<file path="config.mk">
export PLATFORM = sky130hd
export DESIGN_NAME = usc_top
export DESIGN_NICKNAME = d
export VERILOG_FILES = /design/src/logic/usc_pkg.sv /design/src/logic/usc_sync_if.sv /design/src/logic/usc_sync.sv /design/src/logic/usc_top.sv
export SDC_FILE = /design/constraint.sdc
export NUM_CORES = 1
export LEC_CHECK = 0
export ABC_AREA = 0
export BUFFER_PORTS_ARGS = -buffer_cell sky130_fd_sc_hd__buf_4
export CAP_MARGIN = 5
export CORE_MARGIN = 5
export CORE_UTILIZATION = 45
export CTS_CLUSTER_SIZE = 24
export DETAILED_ROUTE_END_ITERATION = 10
export PLACE_DENSITY_LB_ADDON = 0.12
export SETUP_SLACK_MARGIN = 0.15
export SLEW_MARGIN = 40
export SYNTH_ARGS = -nofsm -noshare
export SYNTH_HDL_FRONTEND = slang
export SYNTH_SLANG_ARGS = --single-unit
</file>
<file path="constraint.sdc">
create_clock -name CLK -period 5.4 [get_ports CLK]
set_input_delay 1.08 -clock CLK [delete_from_list [all_inputs] [get_ports CLK]]
set_output_delay 1.08 -clock CLK [all_outputs]
set_load 0.01 [all_outputs]
</file>
<file path="src/logic/usc_pkg.sv">
package usc_pkg;

  // ****************************************
  // types
  // ****************************************
  typedef logic [1:0] usc_addr_t;
  typedef logic [7:0] usc_byte_t;
  typedef enum logic {TX_IDLE, TX_SHIFT} usc_tx_state_t;
  typedef enum logic {RX_IDLE, RX_FRAME} usc_rx_state_t;

  // ****************************************
  // timing
  // ****************************************
  localparam int CLK_PERIOD_NS = 5;
  localparam int BIT_TIME_NS   = 8680;
  localparam int BIT_CYCLES    = BIT_TIME_NS / CLK_PERIOD_NS;
  localparam int CNT_W         = 11;
  localparam logic [CNT_W-1:0] BIT_LAST = CNT_W'(BIT_CYCLES - 1);
  localparam logic [CNT_W-1:0] SAMPLE_1 = CNT_W'(BIT_CYCLES * 7 / 16);
  localparam logic [CNT_W-1:0] SAMPLE_2 = CNT_W'(BIT_CYCLES * 8 / 16);
  localparam logic [CNT_W-1:0] SAMPLE_3 = CNT_W'(BIT_CYCLES * 9 / 16);
  localparam logic [3:0]       FRAME_LEN_SHORT = 4'hA;
  localparam logic [3:0]       FRAME_LEN_LONG  = 4'hB;

  // ****************************************
  // register map
  // ****************************************
  localparam usc_addr_t ADDR_STATUS = 2'h0;
  localparam usc_addr_t ADDR_DATA   = 2'h1;
  localparam usc_addr_t ADDR_CTRL2  = 2'h2;
  localparam usc_addr_t ADDR_CTRL1  = 2'h3;

  // status bits
  localparam int ST_TX_EMPTY = 7;
  localparam int ST_TX_DONE  = 6;
  localparam int ST_RX_FULL  = 5;
  localparam int ST_IDLE     = 4;
  localparam int ST_OVERRUN  = 3;
  localparam int ST_NOISE    = 2;
  localparam int ST_FRAMING  = 1;
  localparam int ST_PARITY   = 0;

  // control one bits
  localparam int CR1_RX9  = 7;
  localparam int CR1_TX9  = 6;
  localparam int CR1_PDN  = 5;
  localparam int CR1_LONG = 4;
  localparam int CR1_WAKE = 3;
  localparam int CR1_PCE  = 2;
  localparam int CR1_PS   = 1;
  localparam int CR1_PIE  = 0;

  // control two bits
  localparam int CR2_TIE  = 7;
  localparam int CR2_TX_COMPLETE_IRQ_ENABLE = 6;
  localparam int CR2_RIE  = 5;
  localparam int CR2_IDLE_IRQ_ENABLE = 4;
  localparam int CR2_TE   = 3;
  localparam int CR2_RE   = 2;

  // reset values and clear masks
  localparam usc_byte_t STATUS_RESET  = 8'hC0;
  localparam usc_byte_t CTRL1_RESET   = 8'h00;
  localparam usc_byte_t CTRL2_RESET   = 8'h00;
  localparam usc_byte_t CLR_ON_WRITE  = 8'hC1;
  localparam usc_byte_t CLR_ON_READ   = 8'h3F;
  localparam usc_byte_t BYTE_ZERO     = 8'h00;

endpackage : usc_pkg

</file>
<file path="src/logic/usc_sync_if.sv">
`timescale 1ns/100ps

// ****************************************
// raw pin in, filtered level out
// ****************************************
interface usc_sync_if;
  logic raw;
  logic level;
  modport sync (input raw, output level);
  modport user (output raw, input level);
endinterface : usc_sync_if

</file>
<file path="src/logic/usc_sync.sv">
`timescale 1ns/100ps

module usc_sync (
  // clock and reset
  input wire logic clk,
  input wire logic rst,
  // pin path
  usc_sync_if.sync port
);

  logic stage1;
  logic stage2;
  logic stage3;
  logic level;

  // three flops; level follows once second and third agree
  always_ff @(posedge clk or posedge rst) begin
    if (rst) begin
      stage1 <= 1'b1;
      stage2 <= 1'b1;
      stage3 <= 1'b1;
      level  <= 1'b1;
    end else begin
      stage1 <= port.raw;
      stage2 <= stage1;
      stage3 <= stage2;
      if (stage2 == stage3) begin
        level <= stage3;
      end
    end
  end

  assign port.level = level;

endmodule : usc_sync

</file>
<file path="src/logic/usc_top.sv">
`timescale 1ns/100ps

// Overview of operation
// - In wait mode the interface runs normally; enabled interrupts request wake.
// - In halt mode registers freeze and transfers stop until halt ends.
// - All events share one request, each gated by enable and CPU mask.
// - Receive-full wakes from wait, never from halt.
// - Status bit 7 sets on holding-to-shifter move; cleared by status then data write.
// - Status bit 6 sets when a data character ends; cleared like bit 7.
// - Status bit 5 sets when received data is readable; status then data read clears.
// - Status bit 4 sets on idle line; rearmed only after receive-full sets.
// - Status bit 3 sets on new word while full; held data kept.
// - Status bit 2 flags noise on a character, no interrupt of its own.
// - Status bit 1 flags framing errors; overrun hides framing on same word.
// - Status bit 0 flags parity error with parity on; status read then data access.
// - Status register is read-only and resets to C0h.
// - With nine-bit words the ninth bit is captured and sent from control one.
// - Power-down stops prescaler and outputs after the current byte.
// - Word length bit selects eight or nine data bits, one start, one stop.
// - Wake bit picks idle or address mark; in LIN mode header detect method.
// - Parity enable gives generation and checking for bytes, checking only for LIN.
// - Parity select: 0 even, 1 odd; takes effect after current byte.
// - Parity interrupt enable gates byte or LIN parity errors per LIN select.
// - With parity on, parity replaces the most significant data bit sent.
// - A break is a framing error and loads 00h into receive data.
// - Control two bits 7..4 are the tx empty, tx done, rx and idle enables.
module usc_top (
  // clock and reset
  input  wire  logic              CLK,
  input  wire  logic              RST,
  // register port
  input  wire  usc_pkg::usc_addr_t ADDR,
  input  wire  usc_pkg::usc_byte_t WDATA,
  input  wire  logic              WR,
  input  wire  logic              RD,
  output var   usc_pkg::usc_byte_t RDATA,
  // serial pins
  input  wire  logic              RXD,
  output logic                    TXD,
  // power and cpu
  input  wire  logic              HALT_MODE,
  input  wire  logic              WAIT_MODE,
  input  wire  logic              CPU_INT_MASK,
  // lin hooks
  input  wire  logic              LIN_ENABLE,
  input  wire  logic              LIN_PARITY_SELECT,
  input  wire  logic              LIN_PARITY_ERROR,
  input  wire  logic              LIN_HEADER_FLAG,
  input  wire  logic              LIN_SYNC_ERROR_FLAG,
  input  wire  logic              LIN_HEADER_IRQ_ENABLE,
  // requests and modes
  output logic                    IRQ,
  output logic                    WAKE_REQ,
  output logic                    PRESCALER_RUN,
  output logic                    WAKE_ADDRESS_MARK,
  output logic                    LIN_HEADER_DETECT_METHOD
);

  import usc_pkg::*;

  // ****************************************
  // declarations
  // ****************************************
  usc_byte_t        status;
  usc_byte_t        armed;
  usc_byte_t        ctrl1;
  usc_byte_t        ctrl2;
  usc_byte_t        set_vec;
  usc_byte_t        clr_vec;
  usc_byte_t        next_status;
  usc_byte_t        rd_mux;
  usc_byte_t        transmit_holding_register;
  usc_byte_t        receive_holding_register;
  logic             tdr_pending;
  usc_tx_state_t    tx_state;
  logic [CNT_W-1:0] tx_cnt;
  logic [3:0]       tx_bit;
  logic [3:0]       tx_len;
  logic [10:0]      tx_shift;
  usc_rx_state_t    rx_state;
  logic [CNT_W-1:0] rx_cnt;
  logic [3:0]       rx_bit;
  logic [3:0]       rx_len;
  logic [3:0]       idle_bits;
  logic             idle_armed;
  logic [1:0]       rx_samp;
  logic [8:0]       rx_shift;
  logic             rx_noise;
  logic             rx_long;
  logic             rx_ps;
  logic             rx_level;

  // ****************************************
  // pin synchroniser
  // ****************************************
  usc_sync_if rx_if ();
  assign rx_if.raw = RXD;

  usc_sync u_sync (
    .clk  (CLK),
    .rst  (RST),
    .port (rx_if.sync)
  );
  assign rx_level = rx_if.level;

  // ****************************************
  // address decode
  // ****************************************
  function automatic logic [3:0] dec_addr(input usc_addr_t a);
    logic [3:0] hit;
    hit = 4'h0;
    if (a == ADDR_STATUS) begin
      hit = 4'h1;
    end else if (a == ADDR_DATA) begin
      hit = 4'h2;
    end else if (a == ADDR_CTRL2) begin
      hit = 4'h4;
    end else if (a == ADDR_CTRL1) begin
      hit = 4'h8;
    end
    return hit;
  endfunction : dec_addr

  wire       run       = ~HALT_MODE;
  wire [3:0] hit       = dec_addr(ADDR);
  wire       rd_status = RD & run & hit[0];
  wire       rd_data   = RD & run & hit[1];
  wire       wr_data   = WR & run & hit[1];
  wire       wr_ctrl2  = WR & run & hit[2];
  wire       wr_ctrl1  = WR & run & hit[3];

  // control field views
  wire       long_word = ctrl1[CR1_LONG];
  wire       parity_control_enable       = ctrl1[CR1_PCE];
  wire       pdn       = ctrl1[CR1_PDN];
  wire       tx_en     = ctrl2[CR2_TE] & ~pdn;
  wire       rx_en     = ctrl2[CR2_RE] & ~pdn;
  // parity generation only for byte parity
  wire       par_gen   = parity_control_enable & ~LIN_PARITY_SELECT;

  // ****************************************
  // transmit frame build
  // ****************************************
  // ninth bit from control one
  wire [8:0]  tx_raw   = {ctrl1[CR1_TX9], transmit_holding_register};
  // parity sense sampled at frame load
  wire        par_hi   = ^transmit_holding_register ^ ctrl1[CR1_PS];
  wire        par_lo   = ^transmit_holding_register[6:0] ^ ctrl1[CR1_PS];
  wire [8:0]  tx_data  = ~par_gen ? tx_raw :
                         long_word ? {par_hi, transmit_holding_register} : {1'b0, par_lo, transmit_holding_register[6:0]};
  // frame of start, eight or nine data, stop
  wire [10:0] tx_frame = long_word ? {1'b1, tx_data, 1'b0} : {2'b11, tx_data[7:0], 1'b0};
  wire        tx_load  = run & (tx_state == TX_IDLE) & tdr_pending & tx_en;
  wire        tx_end   = run & (tx_state == TX_SHIFT) & (tx_cnt == BIT_LAST)
                         & (tx_bit == tx_len - 4'h1);

  // ****************************************
  // receive evaluation
  // ****************************************
  wire        rx_eval  = run & (rx_state == RX_FRAME) & (rx_cnt == SAMPLE_3);
  wire        maj      = (rx_samp[0] & rx_samp[1]) | (rx_samp[0] & rx_level)
                         | (rx_samp[1] & rx_level);
  wire        nz_bit   = (rx_samp[0] != rx_samp[1]) | (rx_samp[1] != rx_level);
  wire        rx_start_bad = rx_eval & (rx_bit == 4'h0) & maj;
  wire        rx_stop  = rx_eval & (rx_bit == rx_len - 4'h1);
  wire [8:0]  rx_word  = rx_long ? rx_shift : {1'b0, rx_shift[8:1]};
  wire        rx_perr  = parity_control_enable & ~LIN_PARITY_SELECT
                         & ((rx_long ? ^rx_word : ^rx_word[7:0]) != rx_ps);
  // new word while full is an overrun
  wire        rx_over  = rx_stop & status[ST_RX_FULL];
  wire        rx_ok    = rx_stop & ~status[ST_RX_FULL];
  wire        idle_evt = run & (rx_state == RX_IDLE) & rx_en & rx_level & idle_armed
                         & (rx_cnt == BIT_LAST) & (idle_bits == rx_len - 4'h1);

  // ****************************************
  // flag set and clear vectors
  // ****************************************
  always_comb begin
    set_vec = BYTE_ZERO;
    // tx empty on transfer to shifter
    set_vec[ST_TX_EMPTY] = tx_load;
    // tx done only after a data frame
    set_vec[ST_TX_DONE]  = tx_end;
    // rx full on transfer to data reg
    set_vec[ST_RX_FULL]  = rx_ok;
    set_vec[ST_IDLE]     = idle_evt;
    set_vec[ST_OVERRUN]  = rx_over;
    // noise seen on any sample set
    set_vec[ST_NOISE]    = rx_ok & (rx_noise | nz_bit);
    set_vec[ST_FRAMING]  = rx_ok & ~maj;
    set_vec[ST_PARITY]   = (rx_ok & rx_perr) | (run & parity_control_enable & LIN_PARITY_SELECT & LIN_PARITY_ERROR);
  end

  // clear only flags armed by a status read
  assign clr_vec     = armed & ((wr_data ? CLR_ON_WRITE : BYTE_ZERO)
                              | (rd_data ? CLR_ON_READ : BYTE_ZERO)
                              | (wr_data ? BYTE_ZERO : {7'h00, rd_data}));
  // set wins over clear
  assign next_status = (status & ~clr_vec) | set_vec;

  always_ff @(posedge CLK or posedge RST) begin
    if (RST) begin
      status <= STATUS_RESET;
      armed  <= BYTE_ZERO;
    end else begin
      status <= next_status;
      if (rd_status) begin
        armed <= status;
      end else if (rd_data | wr_data) begin
        armed <= armed & ~clr_vec;
      end
    end
  end

  // ****************************************
  // control registers
  // ****************************************
  always_ff @(posedge CLK or posedge RST) begin
    if (RST) begin
      ctrl1 <= CTRL1_RESET;
      ctrl2 <= CTRL2_RESET;
    end else begin
      if (wr_ctrl1) begin
        ctrl1[6:0] <= WDATA[6:0];
      end
      if (rx_ok & rx_long) begin
        ctrl1[CR1_RX9] <= rx_word[8];
      end
      if (wr_ctrl2) begin
        ctrl2 <= WDATA;
      end
    end
  end

  // ****************************************
  // transmit holding register
  // ****************************************
  always_ff @(posedge CLK or posedge RST) begin
    if (RST) begin
      transmit_holding_register         <= BYTE_ZERO;
      tdr_pending <= 1'b0;
    end else if (wr_data) begin
      transmit_holding_register         <= WDATA;
      tdr_pending <= 1'b1;
    end else if (tx_load) begin
      tdr_pending <= 1'b0;
    end
  end

  // ****************************************
  // transmit shifter
  // ****************************************
  // shifter frozen in halt
  always_ff @(posedge CLK or posedge RST) begin
    if (RST) begin
      tx_state <= TX_IDLE;
      tx_cnt   <= '0;
      tx_bit   <= 4'h0;
      tx_len   <= FRAME_LEN_SHORT;
      tx_shift <= 11'h7FF;
      TXD      <= 1'b1;
    end else if (run) begin
      case (tx_state)
        TX_IDLE: begin
          TXD <= 1'b1;
          // no new frame while powered down
          if (tx_load) begin
            tx_shift <= tx_frame;
            tx_len   <= long_word ? FRAME_LEN_LONG : FRAME_LEN_SHORT;
            tx_cnt   <= '0;
            tx_bit   <= 4'h0;
            TXD      <= tx_frame[0];
            tx_state <= TX_SHIFT;
          end
        end
        TX_SHIFT: begin
          if (tx_cnt == BIT_LAST) begin
            tx_cnt <= '0;
            if (tx_end) begin
              TXD      <= 1'b1;
              tx_state <= TX_IDLE;
            end else begin
              tx_shift <= {1'b1, tx_shift[10:1]};
              TXD      <= tx_shift[1];
              tx_bit   <= tx_bit + 4'h1;
            end
          end else begin
            tx_cnt <= tx_cnt + 1'b1;
          end
        end
        default: tx_state <= TX_IDLE;
      endcase
    end
  end

  // ****************************************
  // receive shifter and idle timer
  // ****************************************
  always_ff @(posedge CLK or posedge RST) begin
    if (RST) begin
      rx_state   <= RX_IDLE;
      rx_cnt     <= '0;
      rx_bit     <= 4'h0;
      rx_len     <= FRAME_LEN_SHORT;
      rx_samp    <= 2'h3;
      rx_shift   <= 9'h000;
      rx_noise   <= 1'b0;
      rx_long    <= 1'b0;
      rx_ps      <= 1'b0;
      idle_bits  <= 4'h0;
      idle_armed <= 1'b0;
    end else if (run) begin
      if (rx_ok) begin
        idle_armed <= 1'b1;
      end else if (idle_evt) begin
        idle_armed <= 1'b0;
      end
      case (rx_state)
        RX_IDLE: begin
          rx_len <= long_word ? FRAME_LEN_LONG : FRAME_LEN_SHORT;
          if (~rx_en | ~rx_level) begin
            rx_cnt    <= '0;
            idle_bits <= 4'h0;
          end else if (rx_cnt == BIT_LAST) begin
            rx_cnt <= '0;
            if (idle_bits != rx_len) begin
              idle_bits <= idle_bits + 4'h1;
            end
          end else begin
            rx_cnt <= rx_cnt + 1'b1;
          end
          // no new frame while powered down
          if (rx_en & ~rx_level) begin
            rx_state <= RX_FRAME;
            rx_bit   <= 4'h0;
            rx_noise <= 1'b0;
            // parity sense held for this byte
            rx_ps    <= ctrl1[CR1_PS];
            rx_long  <= long_word;
          end
        end
        RX_FRAME: begin
          rx_cnt <= (rx_cnt == BIT_LAST) ? '0 : rx_cnt + 1'b1;
          if (rx_cnt == BIT_LAST) begin
            rx_bit <= rx_bit + 4'h1;
          end
          if (rx_cnt == SAMPLE_1) begin
            rx_samp[0] <= rx_level;
          end
          if (rx_cnt == SAMPLE_2) begin
            rx_samp[1] <= rx_level;
          end
          if (rx_eval) begin
            rx_noise <= rx_noise | nz_bit;
            // break shifts in zeros, loads 00h
            if (rx_start_bad | rx_stop) begin
              rx_cnt   <= '0;
              rx_state <= RX_IDLE;
            end else if (rx_bit != 4'h0) begin
              rx_shift <= {maj, rx_shift[8:1]};
            end
          end
        end
        default: rx_state <= RX_IDLE;
      endcase
    end
  end

  // ****************************************
  // receive holding register
  // ****************************************
  // held data survives an overrun
  always_ff @(posedge CLK or posedge RST) begin
    if (RST) begin
      receive_holding_register <= BYTE_ZERO;
    end else if (rx_ok) begin
      receive_holding_register <= rx_word[7:0];
    end
  end

  // ****************************************
  // read data
  // ****************************************
  assign rd_mux = hit[0] ? status :
                  hit[1] ? receive_holding_register :
                  hit[2] ? ctrl2 : ctrl1;

  always_ff @(posedge CLK or posedge RST) begin
    if (RST) begin
      RDATA <= BYTE_ZERO;
    end else begin
      RDATA <= (RD & run) ? rd_mux : BYTE_ZERO;
    end
  end

  // ****************************************
  // interrupt request and modes
  // ****************************************
  // or of every flag and enable pair
  wire irq_any = (status[ST_TX_EMPTY] & ctrl2[CR2_TIE])
               | (status[ST_TX_DONE] & ctrl2[CR2_TX_COMPLETE_IRQ_ENABLE])
               | ((status[ST_RX_FULL] | status[ST_OVERRUN] | LIN_SYNC_ERROR_FLAG)
                  & ctrl2[CR2_RIE])
               | (status[ST_IDLE] & ctrl2[CR2_IDLE_IRQ_ENABLE])
               | (status[ST_PARITY] & ctrl1[CR1_PIE] & parity_control_enable)
               | (LIN_HEADER_FLAG & LIN_HEADER_IRQ_ENABLE);

  always_ff @(posedge CLK or posedge RST) begin
    if (RST) begin
      IRQ                      <= 1'b0;
      WAKE_REQ                 <= 1'b0;
      PRESCALER_RUN            <= 1'b0;
      WAKE_ADDRESS_MARK        <= 1'b0;
      LIN_HEADER_DETECT_METHOD <= 1'b0;
    end else begin
      // one request, gated by cpu mask
      IRQ <= irq_any & ~CPU_INT_MASK;
      // wake from wait on any enabled event
      WAKE_REQ <= irq_any & ~CPU_INT_MASK & WAIT_MODE & run;
      PRESCALER_RUN <= run & (~pdn | (tx_state != TX_IDLE) | (rx_state != RX_IDLE));
      // wake bit reused in lin mode
      WAKE_ADDRESS_MARK        <= ctrl1[CR1_WAKE] & ~LIN_ENABLE;
      LIN_HEADER_DETECT_METHOD <= ctrl1[CR1_WAKE] & LIN_ENABLE;
    end
  end

endmodule : usc_top

</file>
==> results by group, run 1 <==
Outcome
  • Status: completed

Power
  • Comb power frac: 0.152
  • P_int: roughly 2100 uW
  • Net Sw Power: 759 uW
  • Net Sw Frac: 0.269
  • Clock share of power: 0.407
  • Pwr dens: between 300 and 400 mW/mm2
  • LEAKAGE: between 0.003 and 0.004 uW
  • Seq pwr share: 0.441
  • Worst vdd ir: between 0.0002 and 0.0003 V

Timing
  • Clk_skew: between 0.008 and 0.009 ns
  • Final Max Tran Viols: 0
  • Final Critical Period: 2.73 ns
  • Final WS setup: approximately 2.7 ns
  • Final Setup Violations: 0
  • Final hold slack: 0.353 ns
  • Final setup TNS: 0 ns
  • Relative slew margins: 0.456
  • RSZ-0062 raised after global routing: false
  • Fin crit share: 0.505
  • Max Fclk: between 300 and 400 MHz
  • Worst slew pin tran: approximately 0.81 ns
  • Final hold viol count: 0

Min path
  • Hold path start: u_sync.stage1$_DFF_PP1_
  • Hold EP: u_sync.stage2$_DFF_PP1_
  • Worst hold path class: flip-flop to flip-flop
  • WHS Path Cells: 0

Final layout
  • Final nets: between 600 and 700
  • Synth-to-Final Area Change: 17.0%
  • Layout Utilization: 0.534
  • Share of cells above drive strength 1: 0.228
  • Antenna Cells: 0

Critical path
  • Slowest CP cell: nand3b_1
  • Worst Path Required: 5.69 ns
  • R2R Setup Slk: approximately 2.7 ns
  • CP max FO: 22
  • Setup CP Type: flip-flop to flip-flop
  • Reg2Reg Depth: 5
  • Crit Reg-Reg Startpoint: rx_len[0]$_DFFE_PP0P_
  • CP Capture Type: flip-flop
  • Worst EP arrival: just over 3 ns
  • Crit-path cells: or3b_2 -> a21oi_1 -> nand3b_1 -> nor2_1 -> mux2_2
  • RR Endpoint: ctrl1[7]$_DFFE_PP0P_
  • CP delay by family, top: simple AND/OR/NAND/NOR gates
  • CP Buf/Inv Count: 0
  • Startpoint types: flip-flop
  • Slowest stage delay, CP: around 0.62 ns

Placed design
  • Pre-CTS setup slack: between 2 and 2.5 ns
  • DP HPWL: 9.70 mm
  • Final GP Congestion: between 0.8 and 0.9
  • Port bufs: 37

Global route
  • First-pass GRT wire length: ~23 mm
  • Vias in the first global route: approximately 4300
  • Pin count of the biggest net entering global routing: 61
  • Total global routing overflow: 0
  • Tot GR Track Use: 0.179
  • Initial antenna violation count: 0

Floorplan
  • Ports: 38
  • Cell Rows: 43
  • Die Y: 128 um
  • CORE AREA: 0.0138 mm2
  • Die ar.: roughly 0.016 mm2
  • Die X: between 100 and 150 um
  • Starting Density: 0.457

CTS
  • Clk root buf: clkbuf_16
  • Hold buffers post-CTS: 0
  • Maximum clock path buffer count: 2
  • CTS Buf Count: 17
  • H-tree levels: 4
  • Clock network latency to the later pin of the worst-skew pair: roughly 0.4 ns
  • CTS tree: yes
  • Clock slew seen by the registers of the worst setup and hold paths: approximately 0.050 ns
  • Post-CTS setup buffer count: 0
  • Clk sink count: 129
  • PostCTS Resize Cnt: 0

Synth
  • Predominant post-synthesis flop cell: dfrtp_1
  • EDFF count, synth: 0
  • Syn Nets: around 610
  • Synth area leaders: dfrtp_1 44%, dfstp_2 7.5%, mux2_2 5.7%
  • Post-Syn Instances: 576
  • Cell taking the most area after synthesis: dfrtp_1
  • Netlist cell types: 60
  • Most frequent cells after synthesis: 111 x dfrtp_1, 77 x nand2_1, 41 x o21ai_0
  • Seq/Total Area, Yosys: 0.517
  • Warning count from the yosys run: 0
  • Synth Cell Area: about 0.0063 mm2
  • Area share of the largest cell type after synthesis: 0.442
  • Mean post-synth cell area: 10.9 um2
  • Most common cell in the synthesized netlist: dfrtp_1
  • Flops & latches, synth: roughly 130
  • Post-synth ARST share: 1.00

Route
  • Via count: 4340
  • Antenna-violating nets left: 0
  • Drt initial violations: between 300 and 400
  • Drt wl/cell: 17.1 um
  • Via density: between 5 and 6
  • Number of remaining DRC errors: 0
  • Final WL: roughly 14 mm
  • DRT Pass-1 Iters: 4

Job
  • Max cap viols: 0
kinds of logic after synthesis:
group / after synthesis / share of synthesized area
buf+inv: 40 / 0.0259
compound gates: 94 / 0.0941
xor+xnor: 28 / 0.0434
flops: 129 / 0.517
fa+ha+maj: 10 / 0.0195
simple gates: 213 / 0.179
mux: 62 / 0.122
registers in the layout, summed over array words and instances, names as in the netlist, 2 cells and up:
name,count
rx_cnt,11
tx_cnt,11
rx_shift,9
tx_shift,9
RDATA,8
armed,8
ctrl1,8
ctrl2,8
receive_holding_register,8
status,8
transmit_holding_register,8
idle_bits,4
rx_bit,4
tx_bit,4
rx_samp,2
layout make-up:
type                            instances  area, um2
Clock inverter                          5       75.1
Clock buffer                           27        523
Timing Repair Buffer                   41        312
Sequential cell                       129       3250
Inverter                               17       66.3
Tap cell                              180        225
Multi-Input combinational cell        407       2900
Fill cell                            1234       6420
cells in the final DEF, fill, tap and decap left out, types with 14 or more instances in the layout:
master | Yosys | routed
dfrtp_1 | 111 | 111
nand2_1 | 77 | 77
o21ai_0 | 41 | 41
buf_4 | 0 | 40
mux2_2 | 32 | 32
nor2_1 | 27 | 27
xnor2_1 | 19 | 19
mux2i_1 | 19 | 19
dfstp_2 | 18 | 18
nand3_1 | 18 | 18
a21oi_1 | 17 | 17
clkbuf_16 | 0 | 17
inv_1 | 17 | 16
nor3_1 | 15 | 14
per-layer routing:
metal | wire, um | global-route usage | part of all wire
met1 | 6500 | 0.247 | 0.47
met2 | 6860 | 0.281 | 0.50
met3 | 359 | 0.0454 | 0.026
met4 | 57 | 0.0506 | 0.0041
met5 | 0 | 0 | 0
per-stage QoR:
| stage | power (uW) | area, um2 | instances |
|---|---|---|---|
| finish | 2830 | 7360 | 806 |
| global route | 2980 | 7360 | 806 |
| CTS | 2860 | 7350 | 806 |
| detailed placement | 1690 | 6750 | 774 |
| global placement | 1680 | 6730 | 774 |
| floorplan | 1560 | 6290 | 576 |
how the worst max path moves through the flow:
stage                           from                    to  cells after the start
2_1_floorplan                    RST         IRQ$_DFF_PP0_                      1
3_3_place_gp               HALT_MODE  ctrl1[7]$_DFFE_PP0P_                      6
3_5_place_dp               HALT_MODE  ctrl1[7]$_DFFE_PP0P_                      6
4_1_cts        rx_len[0]$_DFFE_PP0P_  ctrl1[7]$_DFFE_PP0P_                      5
5_1_grt        rx_len[0]$_DFFE_PP0P_  ctrl1[7]$_DFFE_PP0P_                      5
6_report       rx_len[0]$_DFFE_PP0P_  ctrl1[7]$_DFFE_PP0P_                      5
power groups by stage:
stage          Sequential [uW]  Combinational (uW)  Clock [uW]
2_1_floorplan             1180                 384           0
3_3_place_gp              1260                 420           0
3_5_place_dp              1260                 432           0
4_1_cts                   1250                 435        1180
5_1_grt                   1270                 480        1230
6_report                  1250                 429        1150
No activity file was read; power rests on OpenSTA's default activity.
==> run 2, diff against run 1 <==
==> constraint.sdc (replaced) <==
create_clock -name CLK -period 2.29 [get_ports CLK]
set_input_delay 0.458 -clock CLK [delete_from_list [all_inputs] [get_ports CLK]]
set_output_delay 0.458 -clock CLK [all_outputs]
set_load 0.01 [all_outputs]
==> results by group, run 2 (synthesis results as in run 1) <==
Outcome
  • Status: completed

Critical path
  • CP delay by family, top: simple AND/OR/NAND/NOR gates
  • Slowest CP cell: dfrtp_2
  • CP Buf/Inv Count: 2
  • Crit Reg-Reg Startpoint: rx_cnt[0]$_DFFE_PP0N_
  • Slowest stage delay, CP: ~0.44 ns
  • R2R Setup Slk: roughly 0.23 ns
  • CP Capture Point: rx_shift[0]$_DFFE_PP0P_
  • CP max FO: 9
  • Startpoint types: flip-flop
  • Worst path depth: 7
  • Reg2Reg Depth: 7
  • CP Capture Type: flip-flop
  • Worst Path Required: 2.59 ns
  • Setup CP Type: flip-flop to flip-flop
  • Crit-path cells: inv_1 -> ha_1 -> nand4b_1 -> or3_4 -> a211oi_4 -> buf_12 -> mux2_2
  • Worst EP arrival: 2.36 ns
  • RR Endpoint: rx_shift[0]$_DFFE_PP0P_
  • CP startpoint: rx_cnt[0]$_DFFE_PP0N_

CTS
  • Clock network latency to the later pin of the worst-skew pair: between 0.4 and 0.5 ns
  • Clk root buf: clkbuf_16
  • CTS Buf Count: 17
  • Maximum clock path buffer count: 2
  • Clk sink count: about 130
  • H-tree levels: 4
  • Clock slew seen by the registers of the worst setup and hold paths: 0.05 ns
  • Hold buffers post-CTS: 0
  • CTS tree: yes

Route
  • Via density: roughly 5.4
  • Via count: between 4000 and 5000
  • Number of remaining DRC errors: 0
  • Drt wl/cell: between 15 and 20 um
  • Final WL: between 10 and 15 mm
  • Drt initial violations: 281
  • DRT Pass-1 Iters: 5
  • Antenna-violating nets left: 0

Floorplan
  • Die ar.: between 0.015 and 0.02 mm2
  • Die X: 128 um
  • Die Y: roughly 130 um
  • Starting Density: 0.457
  • Cell Rows: 43
  • CORE AREA: around 0.014 mm2
  • Ports: 38

Timing
  • Relative slew margins: 0.473
  • Fin crit share: 0.899
  • Final setup TNS: 0 ns
  • RSZ-0062 raised after global routing: true
  • Clk_skew: 0.00954 ns
  • Max Fclk: just under 500 MHz
  • Final Max Tran Viols: 0
  • Final WS setup: around 0.23 ns
  • Worst slew pin tran: approximately 0.8 ns
  • Final Setup Violations: 0
  • Final hold viol count: 0
  • Final Critical Period: 2.06 ns

Placed design
  • Pre-CTS setup slack: between 0.05 and 0.06 ns
  • DP HPWL: ~9.7 mm
  • Final GP Congestion: ~0.86
  • Port bufs: 37

Final layout
  • Share of cells above drive strength 1: 0.257
  • Most frequent cells in the layout: 110 x dfrtp_1, 77 x nand2_1, 60 x buf_4
  • Top flop regs: rx_cnt: 11 flops, tx_cnt: 11 flops
  • Synth-to-Final Area Change: 20.0%
  • Commonest non-fill, non-tap cell in the layout: dfrtp_1
  • Fillers: 1215
  • Final nets: about 670
  • Antenna Cells: 0

Power
  • LEAKAGE: between 0.003 and 0.004 uW
  • Worst vdd ir: between 0.0008 and 0.0009 V
  • Pwr dens: roughly 900 mW/mm2

Global route
  • Pin count of the biggest net entering global routing: 130
  • Vias in the first global route: roughly 4600
  • Total global routing overflow: 0
  • First-pass GRT wire length: roughly 23 mm
  • Initial antenna violation count: 0
  • Tot GR Track Use: 0.182

Min path
  • Worst hold path class: input port to flip-flop

Job
  • Max cap viols: 0
==> run 2: layout make-up <==
type / instances / area (um2) / share of cell area
clock buffer: 21 / 440 / 0.0584
inverter: 17 / 67.6 / 0.00896
timing repair buffer: 64 / 522 / 0.0692
sequential: 129 / 3250 / 0.431
clock inverter: 11 / 139 / 0.0184
multi-input combinational: 407 / 2900 / 0.384
tap: 180 / 225 / 0.0299
==> run 2: worst reg2reg max path, stage by stage (launching register included) <==
cell and delay, ns:
dfrtp_2 0.44, inv_1 0.07, ha_1 0.15, nand4b_1 0.16
or3_4 0.41, a211oi_4 0.22, buf_12 0.16, mux2_2 0.33
==> run 2: worst min-delay path by stage <==
stage | from | endpoint | slack [ns] | depth (start not counted)
after floorplan | u_sync.stage1$_DFF_PP1_ | u_sync.stage2$_DFF_PP1_ | 0.35 | 0
after global placement | u_sync.stage1$_DFF_PP1_ | u_sync.stage2$_DFF_PP1_ | 0.35 | 0
after detailed placement | u_sync.stage1$_DFF_PP1_ | u_sync.stage2$_DFF_PP1_ | 0.35 | 0
after CTS | RXD | u_sync.stage1$_DFF_PP1_ | 0.14 | 1
after global routing | RXD | u_sync.stage1$_DFF_PP1_ | 0.13 | 1
final | RXD | u_sync.stage1$_DFF_PP1_ | 0.15 | 1
==> run 2: repair_timing <==
action	CTS	global route
setup buffers	0	1
resized for setup	1	4
endpoints found under the hold margin	0	0
setup endpoints to repair	6	14
gates cloned	0	0
pin swaps	0	1
==> run 2: metal layers <==
layer | routed length [um] | global-route usage | part of all wire
met4 | 109 | 0.0630 | 0.0079
met3 | 506 | 0.0408 | 0.037
met1 | 6460 | 0.252 | 0.47
met5 | 0 | 0 | 0
met2 | 6660 | 0.283 | 0.48
==> run 2: through the flow <==
stage | hold slack [ns] | instance area, um2 | cells | util | total power (uW)
after floorplan | 0.345 | 6290 | 576 | - | 3680
final | 0.154 | 7540 | 829 | 0.548 | 6670
after global placement | 0.347 | 6940 | 796 | 0.504 | 4010
after global routing | 0.130 | 7540 | 829 | 0.548 | 7040
after detailed placement | 0.348 | 6940 | 796 | 0.504 | 4050
after CTS | 0.136 | 7520 | 828 | 0.546 | 6740
==> run 2: where the power goes <==
part	leakage (uW)	switching (uW)	internal, uW
Clock	0.000281	961	1700
Combinational	0.00145	535	602
Sequential	0.00163	319	2560
Total	0.00336	1810	4860
